[src/arff_regs.vh]
`ifndef ARFF_REGS_VH
`define ARFF_REGS_VH

// register slots inside one channel window (word addresses)
`define ARFF_SLOT_W          4
`define ARFF_SLOT_FACTOR     4'h0
`define ARFF_SLOT_SEED       4'h1
`define ARFF_SLOT_STATE      4'h2
`define ARFF_SLOT_FLAGS      4'h3
`define ARFF_SLOT_FLAG_BASE  4'h4

// flag control word layout
`define ARFF_CTL_TYPE_BIT    0
`define ARFF_CTL_ASSERT_LSB  4
`define ARFF_CTL_DEASSERT_LSB 12
`define ARFF_CTL_ENABLE_BIT  20

// field widths
`define ARFF_SHIFT_W         4
`define ARFF_CNT_W           8

// flag types
`define ARFF_TYPE_OVER       1'b1
`define ARFF_TYPE_UNDER      1'b0

// reset values
`define ARFF_RST_SHIFT       4'h0
`define ARFF_RST_COUNT       8'h01
`define ARFF_RST_RDATA       32'h0000_0000

`endif

[src/arff_avg.v]
`timescale 1ns/1ps
`default_nettype none
`include "arff_regs.vh"

// single shared averaging datapath; the top time-shares it over channels
module arff_avg #(
    parameter DATA_W = 12
) (
    input  wire [DATA_W-1:0]        prev_i,
    input  wire [DATA_W-1:0]        sample_i,
    input  wire [`ARFF_SHIFT_W-1:0] shift_i,
    output wire [DATA_W-1:0]        next_o
);

    wire signed [DATA_W:0] prev_x;
    wire signed [DATA_W:0] samp_x;
    wire signed [DATA_W:0] sum;

    assign prev_x = {prev_i[DATA_W-1], prev_i};
    assign samp_x = {sample_i[DATA_W-1], sample_i};
    // factor is a power of two, so the division is an arithmetic shift
    assign sum = prev_x + (samp_x >>> shift_i) - (prev_x >>> shift_i);

    // factor 1 passes the raw conversion value straight through
    assign next_o = (shift_i == `ARFF_RST_SHIFT) ? sample_i
                                                 : sum[DATA_W-1:0];

endmodule // arff_avg
`default_nettype wire

[src/arff_filter_flagger.v]
// Function
// - a conversion result is used only once its valid strobe shows it is complete, and it enters that channel's averager.
// - new filtered value is old plus sample over factor minus old over factor.
// - a factor of one bypasses averaging so the output equals the raw sample.
// - each channel's filter state is loaded from a programmable seed before its samples start.
// - without a programmed seed the filter state starts at zero.
// - seed and thresholds share the same signed width and format.
// - one averaging datapath is shared by all channels.
// - every configured threshold of a channel is compared with its filtered value, one raw result per flag.
// - each flag is either of over type or of under type, selecting the compare direction.
// - a flag asserts only after its assert count of consecutive hits.
// - an assert count of one makes assertion follow the raw compare.
// - an asserted flag drops only after its deassert count of consecutive misses.
// - a deassert count of one makes deassertion follow the raw compare.
// - thresholds compare as signed numbers, so negative levels work on a true scale.
//
// Our own choices: the address map and the strobed register port.
`timescale 1ns/1ps
`default_nettype none
`include "arff_regs.vh"

module arff_filter_flagger #(
    parameter CHANNELS = 4,
    parameter CHAN_W   = 2,
    parameter FLAGS    = 2,
    parameter DATA_W   = 12
) (
    input  wire                          CLK_SYS_I,
    input  wire                          RESETN_I,
    input  wire                          RES_VALID_I,
    input  wire [CHAN_W-1:0]             RES_CHAN_I,
    input  wire [DATA_W-1:0]             RES_DATA_I,
    input  wire [CHAN_W+`ARFF_SLOT_W-1:0] REG_ADDR_I,
    input  wire [31:0]                   REG_WDATA_I,
    input  wire                          REG_WR_I,
    input  wire                          REG_RD_I,
    output reg  [31:0]                   REG_RDATA_O,
    output reg                           FILT_VALID_O,
    output reg  [CHAN_W-1:0]             FILT_CHAN_O,
    output reg  [DATA_W-1:0]             FILT_DATA_O,
    output reg  [CHANNELS*FLAGS-1:0]     FLAG_O
);

    localparam NFLAG = CHANNELS * FLAGS;
    localparam CW    = `ARFF_CNT_W;
    localparam SW    = `ARFF_SHIFT_W;

    ////////////////////////////////////////////////////////////////////////
    // functions

    // signed compare, over means reach-or-exceed, under means at-or-below
    function cmp_hit;
        input [DATA_W-1:0] value;
        input [DATA_W-1:0] level;
        input              kind;
        begin
            if (kind == `ARFF_TYPE_OVER) begin
                cmp_hit = ($signed(value) >= $signed(level));
            end else begin
                cmp_hit = ($signed(value) <= $signed(level));
            end
        end
    endfunction

    // a count of zero behaves as one so the flag cannot lock up
    function [CW-1:0] eff_count;
        input [CW-1:0] count;
        begin
            eff_count = (count == {CW{1'b0}}) ? `ARFF_RST_COUNT : count;
        end
    endfunction

    ////////////////////////////////////////////////////////////////////////
    // storage

    reg [DATA_W-1:0] filt_state [0:CHANNELS-1];
    reg [DATA_W-1:0] seed       [0:CHANNELS-1];
    reg [SW-1:0]     fac_shift  [0:CHANNELS-1];
    reg [DATA_W-1:0] thr        [0:NFLAG-1];
    reg              kind       [0:NFLAG-1];
    reg              enable     [0:NFLAG-1];
    reg [CW-1:0]     acnt       [0:NFLAG-1];
    reg [CW-1:0]     dcnt       [0:NFLAG-1];
    reg [CW-1:0]     run        [0:NFLAG-1];

    reg              cap_valid;
    reg [CHAN_W-1:0] cap_chan;
    reg [DATA_W-1:0] cap_data;

    reg [FLAGS-1:0]    next_flag;
    reg [FLAGS*CW-1:0] next_run;
    reg [CW:0]         run_inc;
    reg [CW-1:0]       limit;
    reg                hit;
    integer            idx;
    // one loop index per process: a shared index would wake the
    // combinational blocks from each other's loops and never settle
    integer            f;
    integer            g;
    integer            h;
    integer            i;
    integer            j;

    wire [DATA_W-1:0] avg_out;

    ////////////////////////////////////////////////////////////////////////
    // register address decode

    wire [CHAN_W-1:0] reg_chan;
    wire [SW-1:0]     reg_slot;
    wire [SW-1:0]     flag_off;
    wire              flag_slot;
    wire              chan_ok;
    wire [31:0]       reg_fidx;
    wire [31:0]       reg_idx;

    assign reg_chan  = REG_ADDR_I[CHAN_W+`ARFF_SLOT_W-1:`ARFF_SLOT_W];
    assign reg_slot  = REG_ADDR_I[`ARFF_SLOT_W-1:0];
    assign flag_off  = reg_slot - `ARFF_SLOT_FLAG_BASE;
    assign reg_fidx  = {{(32-SW+1){1'b0}}, flag_off[SW-1:1]};
    assign chan_ok   = ({{(32-CHAN_W){1'b0}}, reg_chan} < CHANNELS);
    assign flag_slot = (reg_slot >= `ARFF_SLOT_FLAG_BASE) && (reg_fidx < FLAGS);
    assign reg_idx   = {{(32-CHAN_W){1'b0}}, reg_chan} * FLAGS + reg_fidx;

    ////////////////////////////////////////////////////////////////////////
    // input capture and shared averager

    // the controller runs on this clock, so no synchroniser is needed
    always @(posedge CLK_SYS_I or negedge RESETN_I) begin
        if (!RESETN_I) begin
            cap_valid <= 1'b0;
            cap_chan  <= {CHAN_W{1'b0}};
            cap_data  <= {DATA_W{1'b0}};
        end else begin
            cap_valid <= RES_VALID_I;
            if (RES_VALID_I) begin
                cap_chan <= RES_CHAN_I;
                cap_data <= RES_DATA_I;
            end
        end
    end

    arff_avg #(
        .DATA_W   (DATA_W)
    ) u_avg (
        .prev_i   (filt_state[cap_chan]),
        .sample_i (cap_data),
        .shift_i  (fac_shift[cap_chan]),
        .next_o   (avg_out)
    );

    ////////////////////////////////////////////////////////////////////////
    // filter state, seeds and channel configuration

    always @(posedge CLK_SYS_I or negedge RESETN_I) begin
        if (!RESETN_I) begin
            for (i = 0; i < CHANNELS; i = i + 1) begin
                filt_state[i] <= {DATA_W{1'b0}};
                seed[i]       <= {DATA_W{1'b0}};
                fac_shift[i]  <= `ARFF_RST_SHIFT;
            end
            FILT_VALID_O <= 1'b0;
            FILT_CHAN_O  <= {CHAN_W{1'b0}};
            FILT_DATA_O  <= {DATA_W{1'b0}};
        end else begin
            FILT_VALID_O <= cap_valid;
            if (cap_valid) begin
                filt_state[cap_chan] <= avg_out;
                FILT_CHAN_O          <= cap_chan;
                FILT_DATA_O          <= avg_out;
            end
            if (REG_WR_I && chan_ok) begin
                if (reg_slot == `ARFF_SLOT_FACTOR) begin
                    fac_shift[reg_chan] <= REG_WDATA_I[SW-1:0];
                end
                // seed write also reloads the state; it wins over a sample
                if (reg_slot == `ARFF_SLOT_SEED) begin
                    seed[reg_chan]       <= REG_WDATA_I[DATA_W-1:0];
                    filt_state[reg_chan] <= REG_WDATA_I[DATA_W-1:0];
                end
            end
        end
    end

    ////////////////////////////////////////////////////////////////////////
    // flag debounce, next values for the channel just filtered

    always @* begin
        next_flag = {FLAGS{1'b0}};
        next_run  = {(FLAGS*CW){1'b0}};
        run_inc   = {(CW+1){1'b0}};
        limit     = `ARFF_RST_COUNT;
        hit       = 1'b0;
        idx       = 0;
        for (f = 0; f < FLAGS; f = f + 1) begin
            idx = FILT_CHAN_O * FLAGS + f;
            hit = enable[idx] &&
                  cmp_hit(FILT_DATA_O, thr[idx], kind[idx]);
            run_inc = {1'b0, run[idx]} + {{CW{1'b0}}, 1'b1};
            if (FLAG_O[idx]) begin
                limit = eff_count(dcnt[idx]);
            end else begin
                limit = eff_count(acnt[idx]);
            end
            if (hit != FLAG_O[idx]) begin
                // count of one: run_inc is one, so the flag follows hit
                if (run_inc >= {1'b0, limit}) begin
                    next_flag[f] = hit;
                    next_run[f*CW +: CW] = {CW{1'b0}};
                end else begin
                    next_flag[f] = FLAG_O[idx];
                    next_run[f*CW +: CW] = run_inc[CW-1:0];
                end
            end else begin
                // a sample agreeing with the flag breaks the run
                next_flag[f] = FLAG_O[idx];
                next_run[f*CW +: CW] = {CW{1'b0}};
            end
        end
    end

    ////////////////////////////////////////////////////////////////////////
    // flag state and flag configuration

    always @(posedge CLK_SYS_I or negedge RESETN_I) begin
        if (!RESETN_I) begin
            for (j = 0; j < NFLAG; j = j + 1) begin
                thr[j]    <= {DATA_W{1'b0}};
                kind[j]   <= `ARFF_TYPE_OVER;
                enable[j] <= 1'b0;
                acnt[j]   <= `ARFF_RST_COUNT;
                dcnt[j]   <= `ARFF_RST_COUNT;
                run[j]    <= {CW{1'b0}};
            end
            FLAG_O <= {NFLAG{1'b0}};
        end else begin
            if (FILT_VALID_O) begin
                for (g = 0; g < FLAGS; g = g + 1) begin
                    FLAG_O[FILT_CHAN_O*FLAGS+g] <= next_flag[g];
                    run[FILT_CHAN_O*FLAGS+g]    <= next_run[g*CW +: CW];
                end
            end
            if (REG_WR_I && chan_ok && flag_slot) begin
                if (flag_off[0] == 1'b0) begin
                    thr[reg_idx] <= REG_WDATA_I[DATA_W-1:0];
                end else begin
                    kind[reg_idx]   <= REG_WDATA_I[`ARFF_CTL_TYPE_BIT];
                    enable[reg_idx] <= REG_WDATA_I[`ARFF_CTL_ENABLE_BIT];
                    acnt[reg_idx]   <=
                        REG_WDATA_I[`ARFF_CTL_ASSERT_LSB +: CW];
                    dcnt[reg_idx]   <=
                        REG_WDATA_I[`ARFF_CTL_DEASSERT_LSB +: CW];
                    // a new control word restarts the debounce from scratch; a threshold write leaves the run count as it is
                    run[reg_idx]    <= {CW{1'b0}};
                end
            end
        end
    end

    ////////////////////////////////////////////////////////////////////////
    // register read port, data valid only in the cycle after the strobe

    reg [31:0] rd_mux;
    reg [FLAGS-1:0] chan_flags;

    always @* begin
        rd_mux     = `ARFF_RST_RDATA;
        chan_flags = {FLAGS{1'b0}};
        for (h = 0; h < FLAGS; h = h + 1) begin
            chan_flags[h] = FLAG_O[reg_chan*FLAGS+h];
        end
        if (chan_ok) begin
            if (reg_slot == `ARFF_SLOT_FACTOR) begin
                rd_mux[SW-1:0] = fac_shift[reg_chan];
            end else if (reg_slot == `ARFF_SLOT_SEED) begin
                rd_mux[DATA_W-1:0] = seed[reg_chan];
            end else if (reg_slot == `ARFF_SLOT_STATE) begin
                rd_mux[DATA_W-1:0] = filt_state[reg_chan];
            end else if (reg_slot == `ARFF_SLOT_FLAGS) begin
                rd_mux[FLAGS-1:0] = chan_flags;
            end else if (flag_slot) begin
                if (flag_off[0] == 1'b0) begin
                    rd_mux[DATA_W-1:0] = thr[reg_idx];
                end else begin
                    rd_mux[`ARFF_CTL_TYPE_BIT]   = kind[reg_idx];
                    rd_mux[`ARFF_CTL_ENABLE_BIT] = enable[reg_idx];
                    rd_mux[`ARFF_CTL_ASSERT_LSB +: CW]   = acnt[reg_idx];
                    rd_mux[`ARFF_CTL_DEASSERT_LSB +: CW] = dcnt[reg_idx];
                end
            end
        end
    end

    always @(posedge CLK_SYS_I or negedge RESETN_I) begin
        if (!RESETN_I) begin
            REG_RDATA_O <= `ARFF_RST_RDATA;
        end else if (REG_RD_I) begin
            REG_RDATA_O <= rd_mux;
        end else begin
            REG_RDATA_O <= `ARFF_RST_RDATA;
        end
    end

endmodule // arff_filter_flagger
`default_nettype wire

[config.mk]
export PLATFORM = sky130hd
export DESIGN_NAME = arff_filter_flagger
export DESIGN_NICKNAME = d
export VERILOG_FILES = /design/src/arff_avg.v /design/src/arff_filter_flagger.v
export VERILOG_INCLUDE_DIRS = /design/src
export SDC_FILE = /design/constraint.sdc
export NUM_CORES = 1
export LEC_CHECK = 0
export ABC_AREA = 1
export BUFFER_PORTS_ARGS = -buffer_cell sky130_fd_sc_hd__buf_2
export CAP_MARGIN = 20
export CORE_ASPECT_RATIO = 0.75
export CORE_MARGIN = 8
export CORE_UTILIZATION = 40
export CTS_BUF_LIST = sky130_fd_sc_hd__clkbuf_4 sky130_fd_sc_hd__clkbuf_8 sky130_fd_sc_hd__clkbuf_16
export DETAILED_ROUTE_END_ITERATION = 8
export SLEW_MARGIN = 0
export SYNTH_ARGS = -nofsm -noshare
export SYNTH_HDL_FRONTEND = slang
export SYNTH_SLANG_ARGS = --single-unit
[constraint.sdc]
create_clock -name CLK_SYS_I -period 5.35 [get_ports CLK_SYS_I]
set_input_delay 0 -clock CLK_SYS_I [delete_from_list [all_inputs] [get_ports CLK_SYS_I]]
set_output_delay 0 -clock CLK_SYS_I [all_outputs]
set_load 0.01 [all_outputs]
---- After elaboration in Yosys (flattened, before gate mapping) ----
Index checks and enable logic that the tools add are counted.
Widths: inputs -> output; s select.
word-level totals
  register bits after elaboration ......... 486
  bits of input ports ..................... 57
  output and inout bits ................... 55
  word-level logic and storage cells ...... 287
cells by class
  add/sub/neg operators ................... 8
  order comparisons ....................... 28
  eq/ne operators ......................... 5
  shift-type cells ........................ 2
  muxes and demuxes ....................... 145
  bitwise operators ....................... 10
  reduce and logical (&&, ||, !) cells .... 21
operators by type and width
  operator             count
  $bwmux 64            4
  $mux 8               30
  $mux 12              18
  $bmux 8 s3           8
  $mux 64              3
  $bwmux 48            3
  $mux 48              3
  $bmux 12 s3          3
  $ge 33x4->1 const B  3
  $lt 33x1->1 const B  3
  $bwmux 96            1
  $bmux 12 s2          3
  $demux 8 s3          3
  $not 4->33           2
  $and 64x64->64       1
  $ge 32x4->1 const B  2
  $not 64->64          1
  $demux 12 s2         2
  $mux 21              2
  $demux 12 s3         1
  $not 3->33           1
  $bwmux 8             4
  $ge 32x1->1 const B  1
  $logic_not 8->1      4
  other kinds (43)     113

---- Logic depth before layout (Yosys ltp) ----
  depth in word-level cells ............... 16
  gate-level depth with buffers ........... 27
  depth with buffers taken out ............ 26

---- Cells and area by module ----
A second synthesis with hierarchy kept.
second synthesis, totals
  cell total of the unflattened synthesis .. 3,493
  area total of the unflattened synthesis .. 26,710.6 µm²
by module, submodules not included
  module               times used  cells each  area each (µm²)  seq. area each (µm²)
  arff_filter_flagger  1           3,124       24,751.2         11,916.4
  arff_avg             1           369         1,959.4          0.0

---- Worst setup path after synthesis ----
No wires, ideal clock.
  path type ............................... reg2reg
  start ................................... register cap_chan[0]
  end ..................................... register filt_state[17] (netlist name)
  library setup time ...................... 77 ps
  data arrival time ....................... 3,593 ps
  data required time ...................... 5,273 ps
  path slack .............................. 1,680 ps
  stages on the path, launching flop included .. 21
  buffers on the path ..................... 1
  clock period less this slack ............ 3,670 ps
  cells stage by stage .................... dfrtp_1 > nand2_1 > clkinv_1 > nand2_1 > nand3_2 > inv_2 > clkbuf_1 > o21ai_0 > o21ai_0 > nor2_1 > fa_1 > inv_1 > ha_1 > nand2_1 > nand3_1 > a31oi_1 > xnor2_1 > nand2_1 > nand2_1 > nand3_1 > a21oi_1
between the ends
  word-level cells in the longest chain between the ends .. 13
  elaborated cells between the ends (all ways) .. 23
  those cells by class .................... add/sub (2); order compare (2); shift (2); mux (14); bitwise (1); reduce/logical (2)
ends and longest elaborated chain
  what                                        line                                                                             text
  start: declaration                          arff_filter_flagger.v:87                                                         reg [CHAN_W-1:0] cap_chan;
  start signal: assignment                    arff_filter_flagger.v:132                                                        cap_chan <= {CHAN_W{1'b0}};
  $not 2->3 (not written as such) *           arff_filter_flagger.v:146, arff_filter_flagger.v:148, arff_filter_flagger.v:168
  $bmux 4 s2                                  arff_filter_flagger.v:148                                                        .shift_i (fac_shift[cap_chan]),
  $mux 4 (not written as such) (2 in series)  arff_filter_flagger.v:148
  $sshr 12x4->12                              arff_avg.v:22                                                                    assign sum = prev_x + (samp_x >>> shift_i) - (prev_x >>> shift_i);
  $add 12x12->12                              arff_avg.v:22
  $sub 12x12->12                              arff_avg.v:22
  $mux 12                                     arff_avg.v:25                                                                    assign next_o = (shift_i == `ARFF_RST_SHIFT) ? sample_i
  $bwmux 48 *                                 arff_filter_flagger.v:168                                                        filt_state[cap_chan] <= avg_out;
  $mux 48 *                                   arff_filter_flagger.v:167                                                        if (cap_valid) begin
  $bwmux 48                                   arff_filter_flagger.v:179                                                        filt_state[reg_chan] <= REG_WDATA_I[DATA_W-1:0];
  $mux 48                                     arff_filter_flagger.v:177                                                        if (reg_slot == `ARFF_SLOT_SEED) begin
  $mux 48 *                                   arff_filter_flagger.v:172                                                        if (REG_WR_I && chan_ok) begin
  end signal: indexed assignment              arff_filter_flagger.v:158                                                        filt_state[i] <= {DATA_W{1'b0}};
  end signal: indexed assignment              arff_filter_flagger.v:168
  end signal: indexed assignment              arff_filter_flagger.v:179
  end: declaration                            arff_filter_flagger.v:76                                                         reg [DATA_W-1:0] filt_state [0:CHANNELS-1];
Mark *: on every way between the ends. The rest lies on a longest branch, timed or not. The select of a mux whose other input is x is not followed.
A chain may end at the register's enable or synchronous reset.

---- Worst setup path in the final report ----
  start ................................... register cap_chan[0]
  end ..................................... register filt_state[10] (netlist name)
Same word-level chain as after synthesis.

==> run metrics <==
clk root buf=clkbuf_16; clock buffer depth=3; wirelength, routed=98100 um; PortBufs=around 90; die area=around 74000 um2; Die Width=312 um; Reg2Reg Setup Slack=0.40 ns; flops & latches, synth=475; leakage power=14.1 nW; Max IR drop VDD=about 0.34 mV; Post-CTS Setup Bufs=0; Post-Syn Area=26300 um2; library cells used by synthesis=54; global-route wire length before repair=149000 um; 1st-iter DRT viols=around 3.0k; critical path launch point type=register; DR pass1 iterations=6; total CTS buffers=53; Most used DFF post-synth=dfrtp_1; Crit Path Max Fanout=9; DRC Markers=0; sequential area share after synthesis=0.453; CP required=5.90 ns; Top Metal Used=met4; part of the cycle the worst path needs=0.925; reg2reg start=cap_chan[0]; final worst path period need=approximately 5 ns; RSZ-0062 raised after global routing=false; Worst-Margin Slew=1.27 ns; grt ovf=0; setup violators final=0; outcome=finished clean; final design utilization=0.467; WL met1=45800 um; share of layout cells above drive strength 1=0.0961; clock slew at reported path FFs=0.07 ns; final hold vios=0; Post-CTS Hold Buffers=between 60 and 70; routed vias/inst=5.68; Hold WS=around 0.044 ns; H-tree depth=2; Reg2Reg Depth=19; Initial Util=0.404; met2 WL post-DR=38700 um; # IOs=112; All-Layer GR Usage=0.256; clock sink count=around 480; P per Cell Area=just over 500 nW/um2; Yosys Warn Count=0; DR vias=25.4k; maxcap violations=0; layout overhead on the synthesized area=15.6%; Worst EP arrival=~5.5 ns; Final HPWL DP=66100 um; final net count=roughly 3.7k; critical path class=register to register; met3 wire len=11300 um; Achievable Freq=0.202 GHz; Antenna Cells=0; pre-CTS setup slack=0.776 ns; Slew HR=0.151; Routed Antenna Nets=0; worst setup margin=0.403 ns; Final GP Congestion=0.955; critical path capture point type=register; Mapped Cells=3474; Mapped Avg Cell Area=around 7.6 um2; Die H=238 um; clk_lat worst skew=0.63 ns; vias in the first global route=23.4k; initial antenna violation count=0; largest net degree at the start of global routing=between 150 and 200; row count=81; post-CTS sizing=0; Post-synth EDFFs=0; CTS tree=yes; async set-reset flop share out of synthesis=1.00; Hold Path Class=input pin to asynchronous set/reset pin; clk_skew=0.0234 ns; core box area=between 60000 and 70000 um2; Slew Limit Fails=0; drt wl/cell=21.9 um; RR Endpoint=filt_state[10]; Setup TNS=0 ns
power by group:
part	switching (mW)	internal, mW	total [mW]
clock	1.63	2.39	4.01
combinational	4.32	2.37	6.69
sequential	0.650	4.45	5.10
total	6.60	9.20	15.8
routing by layer:
metal  global-route usage  up-vias
li1                     -    11900
met1                0.398    12100
met2                0.350     1295
met3               0.0606      145
met4               0.0638        0
met5                    0        -
final cells by class:
type / instances / area, um2
flip-flops and latches: 475 / 11900
clock buffers: 82 / 1660
repair buffers: 237 / 1870
well taps: 871 / 1090
multi-input cells: 2508 / 12500
fillers: 6498 / 34700
clock inverters: 17 / 274
inverters: 291 / 1090
kinds of logic after synthesis:
group / after synthesis / synth area share
xor+xnor: 9 / 0.00300
other cells: 1 / 0.000142
simple gates: 1405 / 0.215
mux: 4 / 0.00162
flops: 475 / 0.453
fa+ha+maj: 69 / 0.0362
buf+inv: 501 / 0.0751
compound gates: 1010 / 0.216
per-stage QoR:
step                      instance area [um2]  cells  total power, mW
after CTS                               30400   4479             15.7
after global routing                    30400   4481             16.8
after global placement                  27800   4316             11.6
after detailed placement                27800   4316             11.6
after floorplan                         26400   3484             9.20
final                                   30400   4481             15.8
cells in the final DEF, fill, tap and decap left out, types with 5 or more instances in the layout:
cell type	n
bufinv_16	5
inv_2	14
clkbuf_4	11
clkinv_2	6
buf_2	87
a22oi_1	31
or2_2	6
nor2_1	274
a21oi_1	277
buf_4	74
dfrtp_1	451
conb_1	11
a22o_1	12
a41oi_1	8
nand2_2	5
nand3_1	135
a31oi_1	8
o22ai_1	103
nor4_1	7
clkbuf_8	18
nand2_1	911
xor2_1	6
buf_12	10
clkbuf_16	53
ha_1	57
nand3_2	5
dfstp_2	24
nor2_2	9
fa_1	12
o21ai_0	464
a221oi_1	41
o221ai_1	16
nand4_1	23
inv_1	274
nor3_1	14
dlygate4sd3_1	64
o211ai_1	22
worst max-delay path: stages, from the launching register on:
cell      delay [ns]
dfrtp_1         0.46
nand2_1         0.41
nor2_1          0.08
a211oi_1        1.03
nand2_1         0.18
nand3_1         0.12
o21ai_0         0.14
nand2_1         0.10
nand3_1         0.09
fa_1            0.53
inv_1           0.04
ha_1            0.30
a21oi_1         0.27
o21ai_0         0.17
nand2_1         0.08
nand4_1         0.09
or2_2           0.30
nand3_2         0.19
nand3_1         0.12
a21oi_1         0.16
how the worst max path moves through the flow:
stage,to,cells past startpoint,from,slack [ns]
2_1_floorplan,filt_state[17],20,cap_chan[0],1.68
3_3_place_gp,filt_state[22],19,cap_chan[0],0.72
3_5_place_dp,filt_state[10],19,cap_chan[0],0.78
4_1_cts,filt_state[10],19,cap_chan[0],0.72
5_1_grt,FILT_DATA_O[9],21,cap_chan[0],0.25
6_report,filt_state[10],19,cap_chan[0],0.40
cells in the mapped netlist, drive strengths merged, types with 22 or more instances:
| library cell | count | area (um2) |
|---|---|---|
| nand2 | 916 | 3450 |
| o21ai | 470 | 2360 |
| dfrtp | 451 | 11300 |
| inv | 288 | 1080 |
| nor2 | 287 | 1090 |
| a21oi | 277 | 1390 |
| clkbuf | 158 | 593 |
| nand3 | 140 | 721 |
| o22ai | 103 | 644 |
| ha | 57 | 713 |
| buf | 52 | 290 |
| a221oi | 41 | 359 |
| a22oi | 31 | 233 |
| dfstp | 24 | 631 |
| nand4 | 23 | 144 |
| o211ai | 22 | 165 |
sequential cells by signal, summed over array words and instances (netlist names), 12 cells and up:
register / count
FILT_DATA_O: 12
REG_RDATA_O: 21
acnt: 64
cap_data: 12
dcnt: 64
fac_shift: 16
filt_state: 48
run: 64
seed: 48
thr: 96
Note: power is estimated with default switching activity, not from simulation.
